**src/logic/jhnf_pkg.sv**
```systemverilog
/*
 * shared constants for the scan hub and node fabric.
 * assumes a test access port sampled on the fabric clock.
 */
package jhnf_pkg;
    localparam int IR_W          = 10;            // hard instruction width
    localparam logic [9:0] IR_DATA_PATH  = 10'h00c; // data_path_user_instr code
    localparam logic [9:0] IR_INSTR_PATH = 10'h00e; // instr_path_user_instr code
    localparam logic [9:0] IR_RESET      = 10'h3ff; // bypass after reset
    localparam logic [1:0] IR_CAPTURE    = 2'h1;    // fixed ir capture bits
    localparam int ADDR_W        = 8;             // node address, up to 255
    localparam int NODES_DEF     = 2;             // default node count
    localparam int VIR_W_DEF     = 4;             // default node instr width
    localparam int DATA_W_DEF    = 8;             // default node data width
    localparam int FIFO_D_DEF    = 4;             // words in the data fifo
    localparam logic [7:0] SEL_RESET = 8'h00;     // no node selected
    // virtual state bit positions
    localparam int VS_CDR  = 0;
    localparam int VS_SDR  = 1;
    localparam int VS_E1DR = 2;
    localparam int VS_PDR  = 3;
    localparam int VS_E2DR = 4;
    localparam int VS_UDR  = 5;
    localparam int VS_CIR  = 6;
    localparam int VS_UIR  = 7;
    localparam int VS_W    = 8;
    // one-hot tap states
    typedef enum logic [15:0] {
        ST_TLR  = 16'h0001, ST_RTI  = 16'h0002, ST_SDRS = 16'h0004,
        ST_CDR  = 16'h0008, ST_SDR  = 16'h0010, ST_E1DR = 16'h0020,
        ST_PDR  = 16'h0040, ST_E2DR = 16'h0080, ST_UDR  = 16'h0100,
        ST_SIRS = 16'h0200, ST_CIR  = 16'h0400, ST_SIR  = 16'h0800,
        ST_E1IR = 16'h1000, ST_PIR  = 16'h2000, ST_E2IR = 16'h4000,
        ST_UIR  = 16'h8000
    } jhnf_tap_e;
endpackage

```
**src/logic/jhnf_fabric.sv**
```systemverilog
/*
 * scan hub with attached nodes and a small fifo for updated node data.
 * assumes tck, tms, tdi and trst arrive from pins, asynchronous to clk_i,
 * with tck much slower than clk_i (at least four clk_i per tck phase).
 */
`timescale 1ns/1ps

// fifo between the hub and user logic
module jhnf_fifo #(
    parameter int W = 16,
    parameter int D = 4
) (
    input  wire logic         clk_i,
    input  wire logic         reset_n_i,
    input  wire logic         in_valid_i,
    output logic              in_ready_o,
    input  wire logic [W-1:0] in_data_i,
    output logic              out_valid_o,
    input  wire logic         out_ready_i,
    output logic [W-1:0]      out_data_o
);
    localparam int AW = $clog2(D);
    typedef struct packed {
        logic [D-1:0][W-1:0] mem;   // storage words
        logic [AW-1:0]       wr;    // write pointer
        logic [AW-1:0]       rd;    // read pointer
        logic [AW:0]         cnt;   // words held
        logic                vld;   // registered not-empty flag
        logic [W-1:0]        head;  // registered head word
    } jhnf_fifo_s;
    jhnf_fifo_s r, next_r;
    logic push, pop;

    assign in_ready_o  = (r.cnt != (AW+1)'(D));   // honest full
    assign out_valid_o = r.vld;                   // straight from a flop
    assign out_data_o  = r.head;                  // straight from a flop

    // pointer and count update
    always_comb begin
        next_r = r;
        push   = in_valid_i && in_ready_o;
        pop    = out_valid_o && out_ready_i;
        if (push) begin
            next_r.mem[r.wr] = in_data_i;
            next_r.wr        = (r.wr == AW'(D-1)) ? '0 : r.wr + 1'b1;
        end
        if (pop) begin
            next_r.rd = (r.rd == AW'(D-1)) ? '0 : r.rd + 1'b1;
        end
        next_r.cnt = r.cnt + (AW+1)'(push) - (AW+1)'(pop);
        // head and empty flag registered so the outputs need no logic
        next_r.vld  = (next_r.cnt != '0);
        next_r.head = next_r.mem[next_r.rd];
    end

    // state register
    always_ff @(posedge clk_i or negedge reset_n_i) begin
        if (!reset_n_i) begin
            r <= '0;
        end else begin
            r <= next_r;
        end
    end
endmodule

module jhnf_fabric
    import jhnf_pkg::*;
#(
    parameter int NODES      = jhnf_pkg::NODES_DEF,   // nodes on the hub
    parameter int VIR_W      = jhnf_pkg::VIR_W_DEF,   // node instr width
    parameter int DATA_W     = jhnf_pkg::DATA_W_DEF,  // node data width
    parameter int FIFO_D     = jhnf_pkg::FIFO_D_DEF,  // fifo depth
    parameter bit HAS_TRST   = 1'b1,                  // test reset fitted
    parameter bit SHOW_HARD  = 1'b1                   // expose hard states
) (
    input  wire logic                     clk_i,
    input  wire logic                     reset_n_i,
    input  wire logic                     tck_i,
    input  wire logic                     tms_i,
    input  wire logic                     tdi_i,
    input  wire logic                     trst_n_i,
    output logic                          tdo_o,
    output logic                          tdi_o,
    output logic                          tms_o,
    output logic [15:0]                   jtag_state_o,
    output logic [jhnf_pkg::VS_W-1:0]     virtual_state_o,
    output logic [NODES-1:0]              node_enable_o,
    output logic [NODES*VIR_W-1:0]        node_instr_parallel_out_o,
    input  wire logic [NODES*VIR_W-1:0]   node_instr_capture_port_i,
    input  wire logic [NODES*DATA_W-1:0]  node_data_capture_i,
    output logic                          data_valid_o,
    input  wire logic                     data_ready_i,
    output logic [jhnf_pkg::ADDR_W+DATA_W-1:0] data_word_o
);
    localparam int VSH_W = ADDR_W + VIR_W;   // virtual instr scan width
    localparam int WD_W  = ADDR_W + DATA_W;  // fifo word: node and data

    typedef struct packed {
        logic [2:0]                    tck_s;  // sync pair plus edge delay
        logic [1:0]                    tms_s;  // tms synchroniser
        logic [1:0]                    tdi_s;  // tdi synchroniser
        logic [1:0]                    trst_s; // test reset synchroniser
        jhnf_tap_e                     tap;    // hub copy of the tap
        logic [IR_W-1:0]               ir_sh;  // ir shift stage
        logic [IR_W-1:0]               ir;     // ir hold stage
        logic                          byp;    // bypass chain
        logic [VSH_W-1:0]              vir_sh; // virtual instr shift stage
        logic [ADDR_W-1:0]             sel;    // selected node, 0 = none
        logic [NODES-1:0][VIR_W-1:0]   vir;    // node instr hold stages
        logic [NODES-1:0][DATA_W-1:0]  dr_sh;  // node data chains
        logic                          pend;   // word waiting for fifo
        logic [WD_W-1:0]               word;   // pending node and data
        logic [VS_W-1:0]               vst;    // virtual state outputs
        logic [NODES-1:0]              ena;    // per-node enables
        logic                          tdo;    // serial output
        logic                          tms;    // tms echo
    } jhnf_top_s;
    jhnf_top_s r, next_r;

    logic rise;      // tck rising edge seen
    logic fall;      // tck falling edge seen
    logic tms;       // synchronised tms
    logic tdi;       // synchronised tdi
    logic fifo_rdy;  // fifo accepts pending word
    logic vok;       // current selection names a node

    // tap transition table
    function automatic jhnf_tap_e tap_next(input jhnf_tap_e s, input logic m);
        unique case (s)
            ST_TLR:  tap_next = m ? ST_TLR  : ST_RTI;
            ST_RTI:  tap_next = m ? ST_SDRS : ST_RTI;
            ST_SDRS: tap_next = m ? ST_SIRS : ST_CDR;
            ST_CDR:  tap_next = m ? ST_E1DR : ST_SDR;
            ST_SDR:  tap_next = m ? ST_E1DR : ST_SDR;
            ST_E1DR: tap_next = m ? ST_UDR  : ST_PDR;
            ST_PDR:  tap_next = m ? ST_E2DR : ST_PDR;
            ST_E2DR: tap_next = m ? ST_UDR  : ST_SDR;
            ST_UDR:  tap_next = m ? ST_SDRS : ST_RTI;
            ST_SIRS: tap_next = m ? ST_TLR  : ST_CIR;
            ST_CIR:  tap_next = m ? ST_E1IR : ST_SIR;
            ST_SIR:  tap_next = m ? ST_E1IR : ST_SIR;
            ST_E1IR: tap_next = m ? ST_UIR  : ST_PIR;
            ST_PIR:  tap_next = m ? ST_E2IR : ST_PIR;
            ST_E2IR: tap_next = m ? ST_UIR  : ST_SIR;
            ST_UIR:  tap_next = m ? ST_SDRS : ST_RTI;
            default: tap_next = ST_TLR;      // illegal code recovers
        endcase
    endfunction

    // does an address name an attached node
    function automatic logic node_ok(input logic [ADDR_W-1:0] a);
        node_ok = (a != '0) && (32'(a) <= NODES);
    endfunction

    assign rise  = r.tck_s[1] && !r.tck_s[2];
    assign fall  = !r.tck_s[1] && r.tck_s[2];
    assign tms   = r.tms_s[1];
    assign tdi   = r.tdi_s[1];
    assign vok   = node_ok(r.sel);

    // hub and node behaviour on sampled tck edges
    always_comb begin
        next_r        = r;
        next_r.tck_s  = {r.tck_s[1:0], tck_i};
        next_r.tms_s  = {r.tms_s[0], tms_i};
        next_r.tdi_s  = {r.tdi_s[0], tdi_i};
        next_r.trst_s = {r.trst_s[0], HAS_TRST ? trst_n_i : 1'b1};
        if (r.pend && fifo_rdy) begin
            next_r.pend = 1'b0;                          // word handed over
        end
        if (rise) begin
            next_r.tap = tap_next(r.tap, tms);
            next_r.tms = tms;
            unique case (r.tap)
                ST_CIR: next_r.ir_sh = {{(IR_W-2){1'b0}}, IR_CAPTURE};
                ST_SIR: next_r.ir_sh = {tdi, r.ir_sh[IR_W-1:1]};
                ST_UIR: next_r.ir    = r.ir_sh;
                default: begin
                end
            endcase
            // ir value addresses exactly one chain
            if (r.ir == IR_INSTR_PATH) begin
                unique case (r.tap)
                    ST_CDR: begin
                        next_r.vir_sh = {r.sel, {VIR_W{1'b0}}};
                        for (int i = 0; i < NODES; i++) begin
                            if (r.ena[i]) begin
                                next_r.vir_sh[VIR_W-1:0] =
                                    node_instr_capture_port_i[i*VIR_W +: VIR_W];
                            end
                        end
                    end
                    ST_SDR: next_r.vir_sh = {tdi, r.vir_sh[VSH_W-1:1]};
                    ST_UDR: begin
                        next_r.sel = r.vir_sh[VSH_W-1:VIR_W];
                        for (int i = 0; i < NODES; i++) begin
                            if (32'(r.vir_sh[VSH_W-1:VIR_W]) == i + 1) begin
                                next_r.vir[i] = r.vir_sh[VIR_W-1:0];
                            end
                        end
                    end
                    default: begin
                    end
                endcase
            end else if (r.ir == IR_DATA_PATH && vok) begin
                for (int i = 0; i < NODES; i++) begin
                    if (r.ena[i]) begin
                        unique case (r.tap)
                            ST_CDR: next_r.dr_sh[i] =
                                node_data_capture_i[i*DATA_W +: DATA_W];
                            ST_SDR: next_r.dr_sh[i] =
                                {tdi, r.dr_sh[i][DATA_W-1:1]};
                            ST_UDR: begin
                                if (!r.pend || fifo_rdy) begin
                                    next_r.pend = 1'b1;  // set wins over clear
                                    next_r.word = {r.sel, r.dr_sh[i]};
                                end
                            end
                            default: begin
                            end
                        endcase
                    end
                end
            end else begin
                // all other codes reach the one-bit bypass chain
                if (r.tap == ST_CDR) begin
                    next_r.byp = 1'b0;
                end else if (r.tap == ST_SDR) begin
                    next_r.byp = tdi;
                end
            end
        end
        if (fall) begin
            // tdo follows the chain the ir addresses
            if (r.tap == ST_SIR) begin
                next_r.tdo = r.ir_sh[0];
            end else if (r.tap == ST_SDR) begin
                if (r.ir == IR_INSTR_PATH) begin
                    next_r.tdo = r.vir_sh[0];
                end else if (r.ir == IR_DATA_PATH && vok) begin
                    next_r.tdo = 1'b0;
                    for (int i = 0; i < NODES; i++) begin
                        if (r.ena[i]) begin
                            next_r.tdo = r.dr_sh[i][0];
                        end
                    end
                end else begin
                    next_r.tdo = r.byp;
                end
            end
        end
        if (!r.trst_s[1]) begin
            next_r.tap = ST_TLR;
        end
        if (next_r.tap == ST_TLR) begin
            next_r.ir  = IR_RESET;
            next_r.sel = SEL_RESET;
        end
        // broadcast enables and virtual states
        for (int i = 0; i < NODES; i++) begin
            next_r.ena[i] = (32'(next_r.sel) == i + 1);
        end
        next_r.vst = '0;
        if (next_r.ir == IR_INSTR_PATH) begin
            next_r.vst[VS_CIR] = (next_r.tap == ST_CDR);
            next_r.vst[VS_UIR] = (next_r.tap == ST_UDR);
        end else if (next_r.ir == IR_DATA_PATH && node_ok(next_r.sel)) begin
            next_r.vst[VS_CDR]  = (next_r.tap == ST_CDR);
            next_r.vst[VS_SDR]  = (next_r.tap == ST_SDR);
            next_r.vst[VS_E1DR] = (next_r.tap == ST_E1DR);
            next_r.vst[VS_PDR]  = (next_r.tap == ST_PDR);
            next_r.vst[VS_E2DR] = (next_r.tap == ST_E2DR);
            next_r.vst[VS_UDR]  = (next_r.tap == ST_UDR);
        end
    end

    // state register
    always_ff @(posedge clk_i or negedge reset_n_i) begin
        if (!reset_n_i) begin
            r        <= '0;
            r.tap    <= ST_TLR;
            r.ir     <= IR_RESET;
            r.ir_sh  <= IR_RESET;
            r.trst_s <= 2'h3;
        end else begin
            r <= next_r;
        end
    end

    // fifo holds updated node data until user logic drains it
    jhnf_fifo #(.W(WD_W), .D(FIFO_D)) u_fifo (
        .clk_i       (clk_i),
        .reset_n_i   (reset_n_i),
        .in_valid_i  (r.pend),
        .in_ready_o  (fifo_rdy),
        .in_data_i   (r.word),
        .out_valid_o (data_valid_o),
        .out_ready_i (data_ready_i),
        .out_data_o  (data_word_o)
    );

    // outputs from the state register
    assign tdo_o                     = r.tdo;
    assign tdi_o                     = r.tdi_s[1];
    assign tms_o                     = SHOW_HARD ? r.tms : 1'b0;
    assign jtag_state_o              = SHOW_HARD ? r.tap : 16'h0000;
    assign virtual_state_o           = r.vst;
    assign node_enable_o             = r.ena;
    assign node_instr_parallel_out_o = r.vir;
endmodule

```
**config.mk**
```make
export PLATFORM = sky130hd
export DESIGN_NAME = jhnf_fabric
export DESIGN_NICKNAME = d
export VERILOG_FILES = /design/src/logic/jhnf_pkg.sv /design/src/logic/jhnf_fabric.sv
export SDC_FILE = /design/constraint.sdc
export NUM_CORES = 1
export LEC_CHECK = 0
export BUFFER_PORTS_ARGS = -buffer_cell sky130_fd_sc_hd__buf_2
export CAP_MARGIN = 40
export CORE_MARGIN = 2
export CORE_UTILIZATION = 35
export CTS_BUF_LIST = sky130_fd_sc_hd__clkbuf_16
export DETAILED_ROUTE_END_ITERATION = 10
export SETUP_SLACK_MARGIN = 0.4
export SLEW_MARGIN = 20
export SYNTH_ARGS = -nofsm -noshare
export SYNTH_HDL_FRONTEND = slang
export SYNTH_SLANG_ARGS = --single-unit
```
**constraint.sdc**
```tcl
create_clock -name clk_i -period 6.3 [get_ports clk_i]
set_clock_uncertainty 0.2 [all_clocks]
set_input_delay 0.945 -clock clk_i [delete_from_list [all_inputs] [get_ports clk_i]]
set_output_delay 0.945 -clock clk_i [all_outputs]
set_load 0.1 [all_outputs]
```
# After elaboration in Yosys (flattened, before gate mapping)

Index checks and enable logic that the tools add are counted.

Register bits after elaboration: 207
Input bits: 31
Output and inout port bits: 54

Add/sub/neg operators: 4
Order comparisons: 5
Equality and inequality tests: 34
Multiplexer cells: 60
Bitwise logic cells: 2
Reductions and logical operators: 31

Operators by type and width:

| cell                                                             | number |
|---|---|
| 16-bit one-hot mux with 12 select lines                          | 1 |
| 98-bit two-way mux                                               | 1 |
| 16-bit two-way mux                                               | 6 |
| 17-bit two-way mux                                               | 5 |
| 33-bit two-way mux                                               | 2 |
| 66-bit two-way mux                                               | 1 |
| 64-bit bitwise mux                                               | 1 |
| 10-bit by 4-bit == test with 1-bit output, second input constant | 4 |
| 16-bit binary-select mux with 2-bit select                       | 1 |
| 16-bit demux with 2-bit select                                   | 1 |
| 16-bit by 1-bit == test with 1-bit output, second input constant | 2 |
| 16-bit by 4-bit == test with 1-bit output, second input constant | 2 |
| 16-bit by 5-bit == test with 1-bit output, second input constant | 2 |
| 16-bit by 6-bit == test with 1-bit output, second input constant | 2 |
| 16-bit by 7-bit == test with 1-bit output, second input constant | 2 |
| 16-bit by 8-bit == test with 1-bit output, second input constant | 2 |
| 16-bit by 9-bit == test with 1-bit output, second input constant | 2 |
| 8-bit one-hot mux with 2 select lines                            | 2 |
| 10-bit two-way mux                                               | 3 |
| 28-bit two-way mux                                               | 1 |
| 25-bit two-way mux                                               | 1 |
| 8-bit two-way mux                                                | 3 |
| 12-bit one-hot mux with 2 select lines                           | 1 |
| 10-bit one-hot mux with 2 select lines                           | 1 |
| other kinds (41)                                                 | 87 |

# Depth between registers and ports, before layout

Depth after elaboration: 20
Depth in mapped cells: 10
Gate-level depth less buffers: 10

# Cells and area by module

From an unflattened synthesis, not the netlist that was laid out.

Cell total of the unflattened synthesis: 1006
Area, all modules: 10393.7 um^2

By module, submodules not included:

| module      | times used | cells an instance | area an instance (um^2) |
|---|---|---|---|
| jhnf_fabric | 1          | 641               | 6113.4 |
| jhnf_fifo   | 1          | 365               | 4280.4 |

# Worst setup path after synthesis

Ideal clock, no wire load.

Path type: register to register
Start: register u_fifo.r (netlist bit u_fifo.out_valid_o)
End: register u_fifo.r (netlist bit u_fifo.out_data_o[14])
Library setup time: 0.125 ns
Arrival: 2.640 ns
Path slack: 3.335 ns
Cell stages (with the launch flop): 9
Period minus slack after synthesis: 2.965 ns
Cells stage by stage: dfrtp_1 nand2_1 a21oi_1 clkinv_1 clkbuf_1 clkbuf_1 nand2_1 nand2_1 mux2_2

RTL lines:

| item                     | line              | text |
|---|---|---|
| start: declaration       | jhnf_fabric.sv:31 | `jhnf_fifo_s r, next_r;` |
| start signal: assignment | jhnf_fabric.sv:61 | `r <= next_r;` |

==> key figures <==
Run status
  • Status: complete, no violations

Detailed routing
  • Post-route DRC: 0
  • DRT Pass-1 Iters: 5
  • DR iter-0 viols: roughly 470
  • Routed WL: 23600 um
  • Routed len/inst: between 15 and 20 um
  • Antenna Nets Post-Route: 0
  • Vias after detailed routing: approximately 7000
  • DR vias/cell: approximately 5

Clock tree
  • Post-CTS setup buffer count: 0
  • CTS tree: yes
  • Clock Latency Late Sink: about 520 ps
  • Clock Root Buffer: clkbuf_16
  • CTS Buf Count: 24
  • Clock sinks: 207
  • Clk buf depth: 3
  • CTS H-tree depth: 1
  • Post-CTS resize count: 0
  • Hold_buf cts: 0
  • Clock slew seen by the registers of the worst setup and hold paths: ~60 ps

Critical path
  • R2R setup slack: around 2800 ps
  • CP max stage cell: and4bb_1
  • Critical R2R Capture: node_enable_o[0]$_DFF_PN0_
  • Worst path cell trace: or4_1 > nor3_1 > and2_1 > a221oi_1 > a41oi_1 > and4bb_1 > nor2_4
  • Req. time, crit path: approximately 6500 ps
  • Critical Path Start Type: flop
  • Reg2reg path depth: 7
  • Crit Path Class: flop to flop
  • R2r startpoint: jtag_state_o[0]$_DFF_PN1_
  • CP Data Arrival Time: between 3000 and 4000 ps
  • Crit path max-delay family: simple AND/OR/NAND/NOR gates
  • Setup crit end kind: flop
  • Crit-path max cell delay: 820 ps
  • Crit path max fanout: 10
  • Worst path bufs/invs: 0

Finish
  • Most frequent cells in the layout: 184 x dfrtp_1, 172 x nand2_1, 106 x mux2_2
  • Most common cell after layout, fill and taps aside: dfrtp_1
  • Fillers: about 2900
  • Non-Filler Instances: 1377
  • Share of cells above drive strength 1: 0.288
  • N_diodes: 0
  • Layout Area Growth over Synthesis: 10.8%
  • Fin nets: 1018

Synth
  • Syn avg cell area: between 10 and 15 um^2
  • Synth Register Bits: 207
  • Yosys cell types: between 70 and 80
  • Number of synthesized flops with an enable pin: 0
  • Post-synth top flop: dfrtp_1
  • Syn Nets: around 1000
  • Post-Syn Area: 10300 um^2
  • Sequential fraction of the synthesis area: 0.508
  • YS warnings: 0
  • Ys async rst share: 1.00
  • Syn Inst Count: approximately 960

Floorplan
  • Die X: between 150 and 200 um
  • Die area: between 30000 and 40000 um^2
  • Boundary pin count: between 80 and 90
  • Rows: between 60 and 70
  • Core Area: roughly 29000 um^2
  • Initial Util: 0.357
  • Die H: roughly 180 um

Placement
  • I/O Buffers: 84
  • Detailed Place HPWL: between 15000 and 20000 um
  • Gpl congestion: around 0.82
  • Post-Place Cells: approximately 1300
  • DP Worst Slack: 2800 ps

STA
  • Final period utilization: 0.550
  • Worst-margin pin slew: ~810 ps
  • Slack of the critical path: between 2000 and 3000 ps
  • Hold Violations, Final: 0
  • RSZ-0062 raised after global routing: no
  • Post-layout min period: around 3500 ps
  • Final setup vio count: 0
  • Fmax: approximately 290 MHz
  • Slew margin rel.: 0.459
  • Pins Over Slew Limit: 0
  • Setup TNS Final: 0 ps
  • Worst hold slack: 146 ps

Global routing
  • Initial antenna violation count: 0
  • Vias in the first global route: 6977
  • Gr usage total: 0.154
  • Maximum number of pins on one net before global-route repair: 94
  • Grt total ovfl: 0
  • Global-route wire length before repair: 38100 um

Power and ir drop
  • Clock share of power: 0.417
  • Switching part of the total: 0.260
  • Sequential power share: 0.465
  • Pleak: approximately 5.4 nW
  • Power density cells: around 260 nW/um^2
  • Worst VDD drop: roughly 0.00018 V
  • Comb pwr share: 0.118
  • Int Power: 2.19 mW
  • P_sw: 0.771 mW

Worst hold path
  • WHS Endpoint: r[115]$_DFF_PN0_
  • HP Start: next_r[115]$_DFF_PN0_
  • Hold path cells: 0
  • Hold WC Path Type: flop to flop

Job
  • Max-cap viol count: 0
worst register-to-register path, delay by kind of cell, from the launching register on:
| kind | cells | cell delay [ps] |
|---|---|---|
| AND/OR/NAND/NOR | 5 | 1640 |
| flip-flops | 1 | 670 |
| AO/OA/AOI/OAI | 2 | 840 |
power by group through the flow:
stage	Combinational (mW)	Clock, mW	Sequential, mW
after global placement	0.329	0	1.40
final	0.349	1.24	1.38
after floorplan	0.201	0	1.41
after global routing	0.381	1.33	1.38
after CTS	0.360	1.27	1.38
after detailed placement	0.358	0	1.40
state kept, by name, indices dropped and copies added (netlist names):
register	flops
u_fifo.r	71
tdo_o	1
virtual_state_o	8
u_fifo.out_data_o	16
r	77
node_enable_o	2
tms_o	1
tdi_o	1
next_r	5
u_fifo.out_valid_o	1
jtag_state_o	16
node_instr_parallel_out_o	8
cell type report:
cell class                 instances  area, um^2  area share
clock buffer                      25         626      0.0550
inverter                          21        78.8     0.00694
multi-input combinational        628        4300       0.379
timing repair buffer              97         597      0.0525
tap                              384         480      0.0423
clock inverter                    15        72.6     0.00638
sequential                       207        5210       0.458
synthesized netlist by cell type, types with 8 or more instances:
| cell | instances | area (um^2) |
|---|---|---|
| dfrtp_1 | 184 | 4600 |
| nand3_1 | 33 | 165 |
| mux2i_1 | 24 | 240 |
| o21ai_0 | 55 | 275 |
| nand4_1 | 10 | 62.6 |
| clkbuf_8 | 8 | 110 |
| inv_1 | 19 | 71.3 |
| mux2_2 | 106 | 1190 |
| a2bb2oi_1 | 8 | 70.1 |
| a21oi_2 | 9 | 78.8 |
| a21oi_1 | 9 | 45.0 |
| a22oi_1 | 9 | 67.6 |
| nor4_1 | 11 | 68.8 |
| nor2_1 | 33 | 124 |
| nor3_1 | 16 | 80.1 |
| dfstp_2 | 23 | 604 |
| nand2_1 | 172 | 646 |
| or4_1 | 8 | 60.1 |
| buf_4 | 51 | 383 |
| xnor2_1 | 11 | 96.3 |
| and2_1 | 20 | 125 |
| clkbuf_1 | 30 | 113 |
cell families (layout without fill, tap and decap cells):
kind of cell	Yosys count	in the layout	share of synthesized area
buf+inv	120	158	0.0734
compound gates	120	120	0.0788
xor+xnor	13	13	0.0111
fa+ha+maj	8	8	0.0105
simple gates	357	357	0.179
flops	207	207	0.508
mux	130	130	0.140
per-layer routing:
layer	part of all wire	global-route usage
met1	0.42	0.199
met2	0.50	0.263
met3	0.051	0.0307
met4	0.025	0.0385
met5	0	0
how the worst max path moves through the flow:
stage                                       from                              end  slack, ps  cells after the start
floorplan           u_fifo.out_valid_o$_DFF_PN0_  u_fifo.out_data_o[14]$_DFF_PN0_       3340                      8
global placement                    data_ready_i  u_fifo.out_data_o[11]$_DFF_PN0_       2500                      8
detailed placement                  data_ready_i   u_fifo.out_data_o[7]$_DFF_PN0_       2800                      9
CTS                    jtag_state_o[1]$_DFF_PN0_                  r[57]$_DFF_PN0_       2830                      7
global route           jtag_state_o[1]$_DFF_PN0_                  r[57]$_DFF_PN0_       2590                      7
finish                 jtag_state_o[0]$_DFF_PN1_       node_enable_o[0]$_DFF_PN0_       2830                      7
per-stage QoR:
step / area [um^2] / utilization / power, mW
floorplan: 10300 / - / 1.61
global placement: 10500 / 0.366 / 1.73
detailed placement: 10700 / 0.370 / 1.76
CTS: 11400 / 0.394 / 3.01
global route: 11400 / 0.395 / 3.09
finish: 11400 / 0.395 / 2.96
Power figures use the tool's default switching activity.
